$ cat src/framer_defines.svh
// Constants for the hopping code word framer
`ifndef FRAMER_DEFINES_SVH
`define FRAMER_DEFINES_SVH
`define CLK_PERIOD_NS     10
`define TE_US             400
`define CARRIER_PERIOD_NS 25000
`define TIMEOUT_MS        25000
`define SEED_DELAY_WORDS  28
`define PREAMBLE_TE       8'h17
`define HEADER_TE         8'h0a
`define BIT_TE            8'h03
`define GUARD_TE          8'h27
`define VLOW_IDX          7'h40
`define CRC_LO_IDX        7'h41
`define LAST_IDX          7'h42
`define ENC_BITS          32
`define SER_SHORT         28
`define MIN_WORDS         10'h002
`define SEED_IMM_CODE     4'h9
`define SEED_DLY_CODE     4'h3
`define CTR_B_FIRST       4'h8
`endif

$ cat src/framer_pkg.sv
// Types for the hopping code word framer
package framer_pkg;
  typedef enum logic [2:0] {
    ST_IDLE, ST_REQ, ST_WAIT, ST_PRE, ST_HDR, ST_DATA, ST_GUARD, ST_TOUT
  } fr_state_t;
endpackage

$ cat src/hopping_code_word_framer.sv
// Code word framer: sequencing, fields, check bits, shutoff and LED
`timescale 1ns/100ps
`include "framer_defines.svh"

module hopping_code_word_framer
  import framer_pkg::*;
#(
  parameter int TE_US            = `TE_US,
  parameter int TIMEOUT_MS       = `TIMEOUT_MS,
  parameter int TICK_CYC         = 1000000 / `CLK_PERIOD_NS,
  parameter int SEED_DELAY_WORDS = `SEED_DELAY_WORDS
) (
  // Clock and reset
  input  wire logic        core_clk_i,
  input  wire logic        srst_i,
  // Button and low voltage pins
  input  wire logic        button_in_0_i,
  input  wire logic        button_in_1_i,
  input  wire logic        button_in_2_i,
  input  wire logic        button_in_3_i,
  input  wire logic        low_voltage_i,
  // Configuration
  input  wire logic        independent_counter_select_i,
  input  wire logic        blank_alternate_word_i,
  input  wire logic        auto_shutoff_enable_i,
  input  wire logic        wide_serial_select_i,
  input  wire logic        seed_enable_i,
  input  wire logic        user_bit_first_i,
  input  wire logic        user_bit_second_i,
  input  wire logic        counter_wrap_record_i,
  input  wire logic [31:0] serial_number_i,
  input  wire logic [15:0] sync_count_a_i,
  input  wire logic [15:0] sync_count_b_i,
  input  wire logic [31:0] seed_word_i,
  // Cipher side
  output logic             cipher_req_o,
  output logic      [31:0] plain_block_o,
  output logic             counter_b_sel_o,
  input  wire logic        cipher_valid_i,
  input  wire logic [31:0] cipher_data_i,
  output logic             cipher_ready_o,
  // Line side
  output logic             tx_data_o,
  output logic             led_o,
  output logic             power_hold_o,
  output logic             timeout_o
);

  localparam int TE_CYC   = TE_US * 1000 / `CLK_PERIOD_NS;
  localparam int CAR_HALF = `CARRIER_PERIOD_NS / 2 / `CLK_PERIOD_NS;

  function automatic logic use_ctr_b(input logic [3:0] c, input logic independent_counter_select);
    return independent_counter_select && (c >= `CTR_B_FIRST);
  endfunction

  function automatic logic [1:0] crc_step(input logic [1:0] c,
                                          input logic d);
    return {c[0] ^ d, c[0] ^ d ^ c[1]};
  endfunction

  fr_state_t   state_q;
  logic [3:0]  b_s1_q, b_s2_q, b_s3_q, btn_q;
  logic        v_s1_q, v_s2_q, v_s3_q, vlow_q;
  logic [3:0]  code_q, new_code;
  logic        go_req, abort, tout_hit, seed_now, active_tx;
  logic [31:0] te_cnt_q, car_cnt_q, tick_q, ms_q;
  logic [7:0]  unit_q, seg_len;
  logic        te_end, seg_end;
  logic [6:0]  bit_idx_q;
  logic [63:0] sr_q;
  logic [1:0]  crc_q;
  logic [9:0]  words_q;
  logic        slot_q, blank_q, car_q, cur_bit, hi;
  logic [31:0] pb_q;
  logic        ctr_b_q, tx_q, led_q, pwr_q;
  logic [31:0] buf_mem [2];
  logic        wr_ptr_q, rd_ptr_q;
  logic [1:0]  cnt_q;
  logic        in_valid, in_ready, out_valid, pop;
  logic [31:0] in_data;

  // Pin synchronisers, change accepted when stages two and three agree
  always_ff @(posedge core_clk_i) begin
    if (srst_i) begin
      b_s1_q <= 4'h0;
      b_s2_q <= 4'h0;
      b_s3_q <= 4'h0;
      btn_q  <= 4'h0;
      v_s1_q <= 1'b0;
      v_s2_q <= 1'b0;
      v_s3_q <= 1'b0;
      vlow_q <= 1'b0;
    end else begin
      b_s1_q <= {button_in_3_i, button_in_2_i, button_in_1_i, button_in_0_i};
      b_s2_q <= b_s1_q;
      b_s3_q <= b_s2_q;
      if (b_s2_q == b_s3_q) btn_q <= b_s3_q;
      v_s1_q <= low_voltage_i;
      v_s2_q <= v_s1_q;
      v_s3_q <= v_s2_q;
      if (v_s2_q == v_s3_q) vlow_q <= v_s3_q;
    end
  end

  // Control decisions
  assign active_tx = (state_q == ST_WAIT) || (state_q == ST_PRE) ||
                     (state_q == ST_HDR) || (state_q == ST_DATA);
  assign tout_hit  = auto_shutoff_enable_i && (ms_q >= 32'(TIMEOUT_MS)) &&
                     (state_q != ST_IDLE) && (state_q != ST_TOUT);
  assign abort     = active_tx && (btn_q != 4'h0) && (btn_q != code_q) &&
                     !tout_hit;
  assign seed_now  = seed_enable_i && ((code_q == `SEED_IMM_CODE) ||
                     ((code_q == `SEED_DLY_CODE) &&
                      (words_q >= 10'(SEED_DELAY_WORDS))));

  always_comb begin
    go_req   = 1'b0;
    new_code = code_q;
    if ((state_q == ST_IDLE) && (btn_q != 4'h0)) begin
      go_req   = 1'b1;
      new_code = btn_q;
    end else if (abort) begin
      go_req   = 1'b1;
      new_code = btn_q;
    end else if ((state_q == ST_GUARD) && seg_end && !tout_hit &&
                 !((btn_q == 4'h0) && (words_q >= `MIN_WORDS))) begin
      go_req   = 1'b1;
      if (btn_q != 4'h0) new_code = btn_q;
    end
  end

  // Segment lengths in basic pulses
  always_comb begin
    case (state_q)
      ST_PRE:   seg_len = `PREAMBLE_TE;
      ST_HDR:   seg_len = `HEADER_TE;
      ST_DATA:  seg_len = `BIT_TE;
      ST_GUARD: seg_len = `GUARD_TE;
      default:  seg_len = 8'h01;
    endcase
  end
  assign te_end  = (te_cnt_q == 32'(TE_CYC - 1));
  assign seg_end = te_end && (unit_q == seg_len - 8'h01);

  // Two-entry buffer between cipher and serialiser
  assign in_valid       = cipher_valid_i ||
                          ((state_q == ST_REQ) && seed_now);
  assign in_data        = seed_now ? seed_word_i : cipher_data_i;
  assign in_ready       = (cnt_q != 2'h2);
  assign cipher_ready_o = in_ready;
  assign out_valid      = (cnt_q != 2'h0);
  assign pop            = out_valid && (state_q == ST_WAIT) && !abort;

  always_ff @(posedge core_clk_i) begin
    if (srst_i || abort) begin
      wr_ptr_q <= 1'b0;
      rd_ptr_q <= 1'b0;
      cnt_q    <= 2'h0;
    end else begin
      if (in_valid && in_ready) begin
        buf_mem[wr_ptr_q] <= in_data;
        wr_ptr_q          <= ~wr_ptr_q;
      end
      if (pop) rd_ptr_q <= ~rd_ptr_q;
      cnt_q <= cnt_q + {1'b0, in_valid && in_ready} - {1'b0, pop};
    end
  end

  // Cipher request, block assembled when the code is taken
  assign cipher_req_o    = (state_q == ST_REQ) && !seed_now;
  assign plain_block_o   = pb_q;
  assign counter_b_sel_o = ctr_b_q;

  always_ff @(posedge core_clk_i) begin
    if (srst_i) begin
      pb_q    <= 32'h0;
      ctr_b_q <= 1'b0;
    end else if (go_req) begin
      ctr_b_q <= use_ctr_b(new_code, independent_counter_select_i);
      pb_q    <= {new_code, user_bit_second_i, user_bit_first_i,
                  counter_wrap_record_i, independent_counter_select_i,
                  serial_number_i[7:0],
                  use_ctr_b(new_code, independent_counter_select_i) ?
                  sync_count_b_i : sync_count_a_i};
    end
  end

  // Sequencer
  always_ff @(posedge core_clk_i) begin
    if (srst_i) begin
      state_q   <= ST_IDLE;
      code_q    <= 4'h0;
      te_cnt_q  <= 32'h0;
      unit_q    <= 8'h00;
      bit_idx_q <= 7'h00;
      sr_q      <= 64'h0;
      crc_q     <= 2'h0;
      words_q   <= 10'h000;
      slot_q    <= 1'b0;
      blank_q   <= 1'b0;
    end else if (tout_hit) begin
      state_q <= ST_TOUT;
    end else if (go_req) begin
      state_q  <= ST_REQ;
      code_q   <= new_code;
      te_cnt_q <= 32'h0;
      unit_q   <= 8'h00;
      if (state_q != ST_GUARD) begin
        words_q <= 10'h000;
        slot_q  <= 1'b0;
      end
      if (state_q == ST_GUARD) slot_q <= ~slot_q;
    end else begin
      te_cnt_q <= te_end ? 32'h0 : te_cnt_q + 32'h1;
      if (te_end) unit_q <= seg_end ? 8'h00 : unit_q + 8'h01;
      case (state_q)
        ST_IDLE: begin
          te_cnt_q <= 32'h0;
        end
        ST_REQ: begin
          te_cnt_q <= 32'h0;
          if (!seed_now || in_ready) state_q <= ST_WAIT;
        end
        ST_WAIT: begin
          te_cnt_q <= 32'h0;
          unit_q   <= 8'h00;
          if (pop) begin
            state_q   <= ST_PRE;
            bit_idx_q <= 7'h00;
            crc_q     <= 2'h0;
            blank_q   <= blank_alternate_word_i && slot_q;
            sr_q      <= {wide_serial_select_i ? serial_number_i :
                          {code_q, serial_number_i[`SER_SHORT-1:0]},
                          buf_mem[rd_ptr_q]};
          end
        end
        ST_PRE: begin
          if (seg_end) state_q <= ST_HDR;
        end
        ST_HDR: begin
          if (seg_end) state_q <= ST_DATA;
        end
        ST_DATA: begin
          if (seg_end) begin
            if (bit_idx_q <= `VLOW_IDX)
              crc_q <= crc_step(crc_q, cur_bit);
            if (bit_idx_q < `VLOW_IDX) sr_q <= sr_q >> 1;
            if (bit_idx_q == `LAST_IDX) begin
              state_q <= ST_GUARD;
              if (words_q != 10'h3ff) words_q <= words_q + 10'h001;
            end else begin
              bit_idx_q <= bit_idx_q + 7'h01;
            end
          end
        end
        ST_GUARD: begin
          if (seg_end) state_q <= ST_IDLE;
        end
        ST_TOUT: begin
          if (btn_q == 4'h0) state_q <= ST_IDLE;
        end
        default: state_q <= ST_IDLE;
      endcase
    end
  end

  // Shutoff timer, millisecond ticks while a transmission runs
  always_ff @(posedge core_clk_i) begin
    if (srst_i || (state_q == ST_IDLE)) begin
      tick_q <= 32'h0;
      ms_q   <= 32'h0;
    end else if (state_q != ST_TOUT) begin
      if (tick_q == 32'(TICK_CYC - 1)) begin
        tick_q <= 32'h0;
        ms_q   <= ms_q + 32'h1;
      end else begin
        tick_q <= tick_q + 32'h1;
      end
    end
  end

  // Carrier, gates the line output while independent_counter_select_i is set
  always_ff @(posedge core_clk_i) begin
    if (srst_i) begin
      car_cnt_q <= 32'h0;
      car_q     <= 1'b0;
    end else if (car_cnt_q == 32'(CAR_HALF - 1)) begin
      car_cnt_q <= 32'h0;
      car_q     <= ~car_q;
    end else begin
      car_cnt_q <= car_cnt_q + 32'h1;
    end
  end

  // Bit being sent, check bits last
  always_comb begin
    if (bit_idx_q < `VLOW_IDX) cur_bit = sr_q[0];
    else if (bit_idx_q == `VLOW_IDX) cur_bit = vlow_q;
    else if (bit_idx_q == `CRC_LO_IDX) cur_bit = crc_q[0];
    else cur_bit = crc_q[1];
  end

  assign hi = ((state_q == ST_PRE) && !unit_q[0]) ||
              ((state_q == ST_DATA) && ((unit_q == 8'h00) ||
               ((unit_q == 8'h01) && !cur_bit)));

  // Line outputs
  always_ff @(posedge core_clk_i) begin
    if (srst_i) begin
      tx_q  <= 1'b0;
      led_q <= 1'b1;
      pwr_q <= 1'b0;
    end else begin
      tx_q  <= hi && !blank_q && !tout_hit && (state_q != ST_TOUT) &&
               (!independent_counter_select_i || car_q);
      led_q <= !((state_q == ST_PRE) || (state_q == ST_HDR) ||
                 (state_q == ST_DATA)) || tout_hit;
      pwr_q <= (state_q != ST_IDLE);
    end
  end
  assign tx_data_o    = tx_q;
  assign led_o        = led_q;
  assign power_hold_o = pwr_q;
  assign timeout_o    = (state_q == ST_TOUT);

  // Checks
  property p_order;
    @(posedge core_clk_i) disable iff (srst_i)
    $rose(state_q == ST_DATA) |-> $past(state_q) == ST_HDR;
  endproperty
  a_order: assert property (p_order) else $error("data not after header");

  property p_len;
    @(posedge core_clk_i) disable iff (srst_i)
    $rose(state_q == ST_GUARD) |-> $past(bit_idx_q) == `LAST_IDX;
  endproperty
  a_len: assert property (p_len) else $error("word length wrong");

  property p_guard;
    @(posedge core_clk_i) disable iff (srst_i)
    (state_q == ST_GUARD) ##1 (state_q == ST_GUARD) |=> !tx_q;
  endproperty
  a_guard: assert property (p_guard) else $error("output in guard");

  property p_block;
    @(posedge core_clk_i) disable iff (srst_i)
    go_req |=> pb_q[31:28] == $past(new_code) &&
               pb_q[23:16] == $past(serial_number_i[7:0]);
  endproperty
  a_block: assert property (p_block) else $error("block fields wrong");

  property p_crc;
    @(posedge core_clk_i) disable iff (srst_i)
    (state_q == ST_DATA && seg_end && bit_idx_q <= `VLOW_IDX) |=>
      crc_q == {$past(crc_q[0] ^ cur_bit),
                $past(crc_q[0] ^ cur_bit ^ crc_q[1])};
  endproperty
  a_crc: assert property (p_crc) else $error("check update wrong");

  property p_seed;
    @(posedge core_clk_i) disable iff (srst_i)
    (state_q == ST_REQ && seed_enable_i && code_q == `SEED_IMM_CODE)
      |-> !cipher_req_o;
  endproperty
  a_seed: assert property (p_seed) else $error("seed not sent");

  property p_finish;
    @(posedge core_clk_i) disable iff (srst_i)
    (state_q == ST_DATA && btn_q == 4'h0) |=> state_q != ST_IDLE;
  endproperty
  a_finish: assert property (p_finish) else $error("word cut short");

  property p_min;
    @(posedge core_clk_i) disable iff (srst_i)
    (state_q == ST_GUARD && seg_end && words_q < `MIN_WORDS && !tout_hit)
      |=> state_q == ST_REQ;
  endproperty
  a_min: assert property (p_min) else $error("stopped early");

  property p_ctr;
    @(posedge core_clk_i) disable iff (srst_i)
    (go_req && !independent_counter_select_i) |=> !counter_b_sel_o;
  endproperty
  a_ctr: assert property (p_ctr) else $error("wrong counter");

  property p_tout;
    @(posedge core_clk_i) disable iff (srst_i)
    (state_q == ST_TOUT) |=> !tx_q && led_q;
  endproperty
  a_tout: assert property (p_tout) else $error("timeout output");

  c_abort: cover property (@(posedge core_clk_i) abort);
  c_tout:  cover property (@(posedge core_clk_i) state_q == ST_TOUT);
  c_seed:  cover property (@(posedge core_clk_i)
                           state_q == ST_REQ && seed_now && in_ready);

endmodule

$ cat config.mk
export PLATFORM = sky130hd
export DESIGN_NAME = hopping_code_word_framer
export DESIGN_NICKNAME = d
export VERILOG_FILES = /design/src/framer_pkg.sv /design/src/hopping_code_word_framer.sv
export VERILOG_INCLUDE_DIRS = /design/src /design/src/src
export SDC_FILE = /design/constraint.sdc
export NUM_CORES = 1
export LEC_CHECK = 0
export ABC_AREA = 1
export BUFFER_PORTS_ARGS = -buffer_cell sky130_fd_sc_hd__buf_2
export CAP_MARGIN = 15
export CELL_PAD_IN_SITES_DETAIL_PLACEMENT = 0
export CELL_PAD_IN_SITES_GLOBAL_PLACEMENT = 1
export CORE_MARGIN = 2
export CORE_UTILIZATION = 42
export CTS_CLUSTER_SIZE = 25
export DETAILED_ROUTE_END_ITERATION = 8
export GPL_ROUTABILITY_DRIVEN = 1
export GPL_TIMING_DRIVEN = 0
export HOLD_SLACK_MARGIN = 0.1
export PLACE_DENSITY_LB_ADDON = 0.1
export SYNTH_ARGS = -nofsm -noshare
export SYNTH_HDL_FRONTEND = slang
export SYNTH_SLANG_ARGS = --single-unit
$ cat constraint.sdc
create_clock -name core_clk_i -period 5.95 [get_ports core_clk_i]
set_input_delay 1.19 -clock core_clk_i [delete_from_list [all_inputs] [get_ports core_clk_i]]
set_output_delay 1.19 -clock core_clk_i [all_outputs]
set_load 0.01 [all_outputs]
Word-level counts from Yosys, hierarchy flattened
Memories as Yosys holds them, arrays and structs flattened. A register that Yosys moved wholly into a read port is not among the register bits.
Cells that the tools add are included.
- memories kept: 1
- logic and storage cells: 228
- register bits after elaboration: 289
- RAM bits: 64
- input port bits: 144
- memories (memory ; words ; width ; rd ports ; clocked after memory_dff ; wr ports ; RTL line ; source):
    buf_mem ; 2 ; 32 ; 1 ; 1 ; 1 ; hopping_code_word_framer.sv:76 ; logic [31:0] buf_mem [2];
- bitwise gates (word level): 8
- reduce and logical (&&, ||, !) cells: 77
- multiplexer cells: 58
- add/subtract/negate cells: 10
- equal/unequal tests: 38
- $lt $le $gt $ge: 6
- operators with widths (cell ; count):
    two-way mux 32 bit ; 6
    two-way mux 64 bit ; 3
    adder 32 x 1 -> 32 bit, second input constant ; 4
    one-hot mux 64 bit (2 select lines) ; 1
    two-way mux 10 bit ; 6
    == test 32 x 11 -> 1 bit, second input constant ; 1
    == test 32 x 16 -> 1 bit, second input constant ; 1
    == test 32 x 17 -> 1 bit, second input constant ; 1
    >= comparator 32 x 15 -> 1 bit, second input constant ; 1
    two-way mux 8 bit ; 4
    two-way mux 3 bit ; 10
    logical AND 1 bit ; 28
    one-hot mux 6 bit (4 select lines) ; 1
    AND reduction 6 bit ; 4
    == test 7 bit, second input constant ; 3
    two-way mux 7 bit ; 3
    one-hot mux 3 bit (7 select lines) ; 1
    != test 4 bit, second input constant ; 5
    two-way mux 16 bit ; 1
    two-way mux 4 bit ; 4
    logical OR 1 bit ; 14
    one-hot mux 7 bit (2 select lines) ; 1
    nonzero test 2 bit ; 7
    two-way mux 1 bit ; 13
    other kinds (44) ; 74

Depth between registers and ports, before layout
- word-level depth: 14
- gate-level depth with buffers: 18
- mapped depth without buffers: 16

Worst setup path before layout
Ideal clock, no wire load.
- path type: input -> register
- start: in srst_i
- end: mem buf_mem[1][0], enable pin
- path buffers: 2
- required time: 5.489 ns
- setup time: 0.461 ns
- slack: 1.342 ns
- stages: 5
- data arrival time: 4.147 ns
- cell sequence: clkbuf_1 > inv_1 > clkbuf_1 > nand2_1 > nor3_1
- cells in the longest elaborated chain, start to end: 3
- RTL lines (item ; RTL line ; source):
    from (decl) ; hopping_code_word_framer.sv:15 ; input wire logic srst_i,
    logical OR 1 bit ; hopping_code_word_framer.sv:155 ; if (srst_i || abort) begin
    two-way mux 1 bit ; hopping_code_word_framer.sv:155 ;
    two-way mux 1 bit (not written as such) ; hopping_code_word_framer.sv:161 ; buf_mem[wr_ptr_q] <= in_data;
    to (decl) ; hopping_code_word_framer.sv:76 ;
Every way passes these cells.

Final worst setup path
- start: reg words_q[3]
- end: out cipher_req_o
- cells in the longest elaborated chain, start to end: 6
- RTL lines (item ; RTL line ; source):
    from (decl) ; hopping_code_word_framer.sv:72 ; logic [9:0] words_q;
    from (signal assigned) ; hopping_code_word_framer.sv:250 ; if (words_q != 10'h3ff) words_q <= words_q + 10'h001;
    >= comparator 10 x 5 -> 1 bit ; hopping_code_word_framer.sv:114 ; (words_q >= 10'(SEED_DELAY_WORDS))));
    logical AND 1 bit ; hopping_code_word_framer.sv:113 ; ((code_q == `SEED_DLY_CODE) &&
    logical OR 1 bit ; hopping_code_word_framer.sv:112 ; assign seed_now = seed_enable_i && ((code_q == `SEED_IMM_CODE) ||
    logical AND 1 bit ; hopping_code_word_framer.sv:112 ;
    zero test 1 bit ; hopping_code_word_framer.sv:170 ; assign cipher_req_o = (state_q == ST_REQ) && !seed_now;
    logical AND 1 bit ; hopping_code_word_framer.sv:170 ;
    to (decl) ; hopping_code_word_framer.sv:36 ; output logic cipher_req_o,
Every way passes these cells.

==> results.cfg <==
[status]
status = finished, final reports clean

[setup_path]
critPathSlowestCell = dfxtp_1
crit_buf_inv = 4
crit_type = register to output port
cp_top_family = buffers and inverters
cp.required_ns = 4.76
critPathCaptureType = output port
startpoint_type = register
arrival_ns = 2.79
cpPeakStageDelay_ns = 0.43
crit_chain = nand2_1 -> inv_1 -> nand2_1 -> nand3_1 -> nand2_1 -> nand2_1 -> nand2_1 -> inv_1 -> clkbuf_1 -> nor2_1 -> buf_2
path_common_cell = nand2_1
crit_fanout = 10

[route]
wire_per_inst_microns = 14.6
initialDrtViolationCount = 1124
dr.pass1.iters = 5
drc = 0
num_vias = 17094
antenna_left = 0
totalWireLength_microns = 49100
routed_via_density = 5.07

[logic_synthesis]
synth_cell_types = 50
netlist_area_sq_um = 18000
ys.flop_type = dfxtp_1
syn_nets = 2736
synth_top_area_share = 0.323
synth_top_cell_by_area = dfxtp_1
avgSynthCellArea_sq_um = 6.98
synth_edf_count = 64
netlist_instances = 2574
ys_seq_area_frac = 0.430
yosys-top-cells-area = dfxtp_1 (32%), nand2_1 (13%), edfxtp_1 (11%)
synth_seq_cells = 354
async_reset_ff_frac = 0
yosysWarnings = 0

[global_route]
grt_pass1_vias = 15760
overflow = 0
grt_max_degree = 33
antenna_found_initial = 3
grt_pass1_wl_microns = 79200
grt_util_all_layers = 0.218

[clocking]
cts_max_level = 2
cts-resized-gates = 0
clk_root_buffer_cell = clkbuf_16
path_clk_slew_ns = 0.06
clk_latency_ns = 0.56
cts_sinks = 354
tritoncts = done
clk_path_buf_depth = 3
numCtsBuffers = 40
cts_setup_buffers = 0
hold_buffers = 0

[timing]
holdWs_ns = 0.403
final.min_clock_period_ns = 3.98
relSlewSlack = 0.367
tns_ns = 0
hold_viol = 0
period_share = 0.669
finClkSkew_ns = 0.0201
final.setup.worst_slack_ns = 1.97
finalSetupViolCount = 0
worst_slew_pin_slew_ns = 0.945
drv_slew = 0
fmax_mhz = 251
rsz0062_at_grt = false

[floorplan]
die_h_microns = 211
die-area_sq_um = 44500
row_count = 75
ioPinCount = 183
fp.coreArea_sq_um = 42100
initial_core_util = 0.426
die_w_microns = 211

[power_and_ir_drop]
p_total_mw = 7.34
powerDensity_nw_per_um2 = 351
p_int_mw = 4.86
combPwrFrac = 0.263
switchingPower_mw = 2.48
p_sw_frac = 0.338
leakagePower_nw = 8.70
clockPowerShare = 0.340
ir_drop_uv = 251
seqPwrFrac = 0.397

[placement]
io_buffers = 181
place_congestion = 0.885
place_area_sq_um = 19600
post-dp-hpwl_microns = 36400
pre_cts_slack_ns = 1.47

[layout]
final_common_cell = nand2_1
final_net_count = 2962
fillCellCount = 4325
layout-drive-gt1-share = 0.112
final_cell_area_sq_um = 20900
area_growth_pct = 16.4
layout_common_cells = nand2_1 (646), nor2_1 (373), dfxtp_1 (290)

[run]
cap_violations = 0

[worst_hold_path]
hold_path_class = register to register
## flip-flops by register name (all words and copies together), names as in the netlist, 7 cells and up, named ones only
register / cells
bit_idx_q: 7
buf_mem: 64
car_cnt_q: 32
ms_q: 32
plain_block_o: 32
sr_q: 64
te_cnt_q: 32
tick_q: 32
unit_q: 8
words_q: 10
## logic make-up after synthesis
family | count (synthesis) | share of synthesized area
XOR/XNOR | 67 | 0.0327
AO/OA/AOI/OAI | 390 | 0.116
flip-flops | 354 | 0.430
AND/OR/NAND/NOR | 1369 | 0.324
adder cells (fa/ha/maj) | 18 | 0.0125
buffers and inverters | 376 | 0.0848
## tightest hold or removal path, stage by stage (launching register included)
cell and delay, ns:
dfxtp_1 0.29, inv_1 0.04, nor2_1 0.03
## synth_stat cells, types with 2 or more instances
cell and instances:
a21oi_1 121, o21ai_2 2, o21a_1 9, nor2_1 374, a22o_1 2, dfxtp_1 290
buf_6 9, ha_1 18, nor3b_1 4, buf_2 14, o31ai_1 5, clkbuf_1 57
or2_2 7, nand2_2 9, edfxtp_1 64, a211oi_1 6, o21ai_1 8, a31oi_1 3
inv_2 8, xor2_1 55, nand2_1 646, buf_4 6, nor3_1 93, nand3_1 117
nand3b_1 4, nor2_2 5, nor3_2 4, clkinv_1 4, o21bai_1 4, inv_1 267
xnor2_1 12, nand4_1 68, o21ai_0 210, nor4_1 30, o22ai_1 14, nor2_8 2
buf_1 10
## per-stage QoR
| stage | util | std cells |
|---|---|---|
| 2_1_floorplan | - | 2574 |
| 3_3_place_gp | 0.464 | 3294 |
| 3_5_place_dp | 0.465 | 3297 |
| 4_1_cts | 0.496 | 3367 |
| 5_1_grt | 0.496 | 3368 |
| 6_report | 0.496 | 3369 |
## power groups by stage
stage	logic, mW	clock network (mW)	registers, mW
3_3_place_gp	1.90	0	2.96
5_1_grt	2.18	2.65	2.95
6_report	1.93	2.49	2.92
3_5_place_dp	1.93	0	2.96
4_1_cts	1.94	2.55	2.91
2_1_floorplan	1.25	0	2.98
## worst paths after layout
path,start,end,slack (ns),cells past startpoint
max,words_q[3]$_SDFFE_PP0P_,cipher_req_o,1.97,11
min,b_s1_q[1]$_SDFF_PP0_,b_s2_q[1]$_SDFF_PP0_,0.40,2
min reg2reg,b_s1_q[1]$_SDFF_PP0_,b_s2_q[1]$_SDFF_PP0_,0.40,2
max reg2reg,words_q[3]$_SDFFE_PP0P_,buf_mem[1][7]$_DFFE_PP_,2.39,12
## cell type report
class	instances	area (sq um)	area share
Clock buffer	54	1140	0.0548
Sequential cell	354	7730	0.370
Multi-Input combinational cell	1844	8730	0.417
Buffer	96	468	0.0224
Inverter	280	1060	0.0505
Antenna cell	2	5.00	0.000239
Timing Repair Buffer	184	948	0.0454
Tap cell	539	674	0.0323
Clock inverter	16	156	0.00748
## routing by layer
layer,vias up,routed length [microns],GRT usage
met5,-,14,0
met4,2,1210,0.0622
met3,75,2160,0.0378
met2,343,22600,0.365
met1,7821,23100,0.291
li1,8853,-,-
Power figures use the tool's default switching activity.
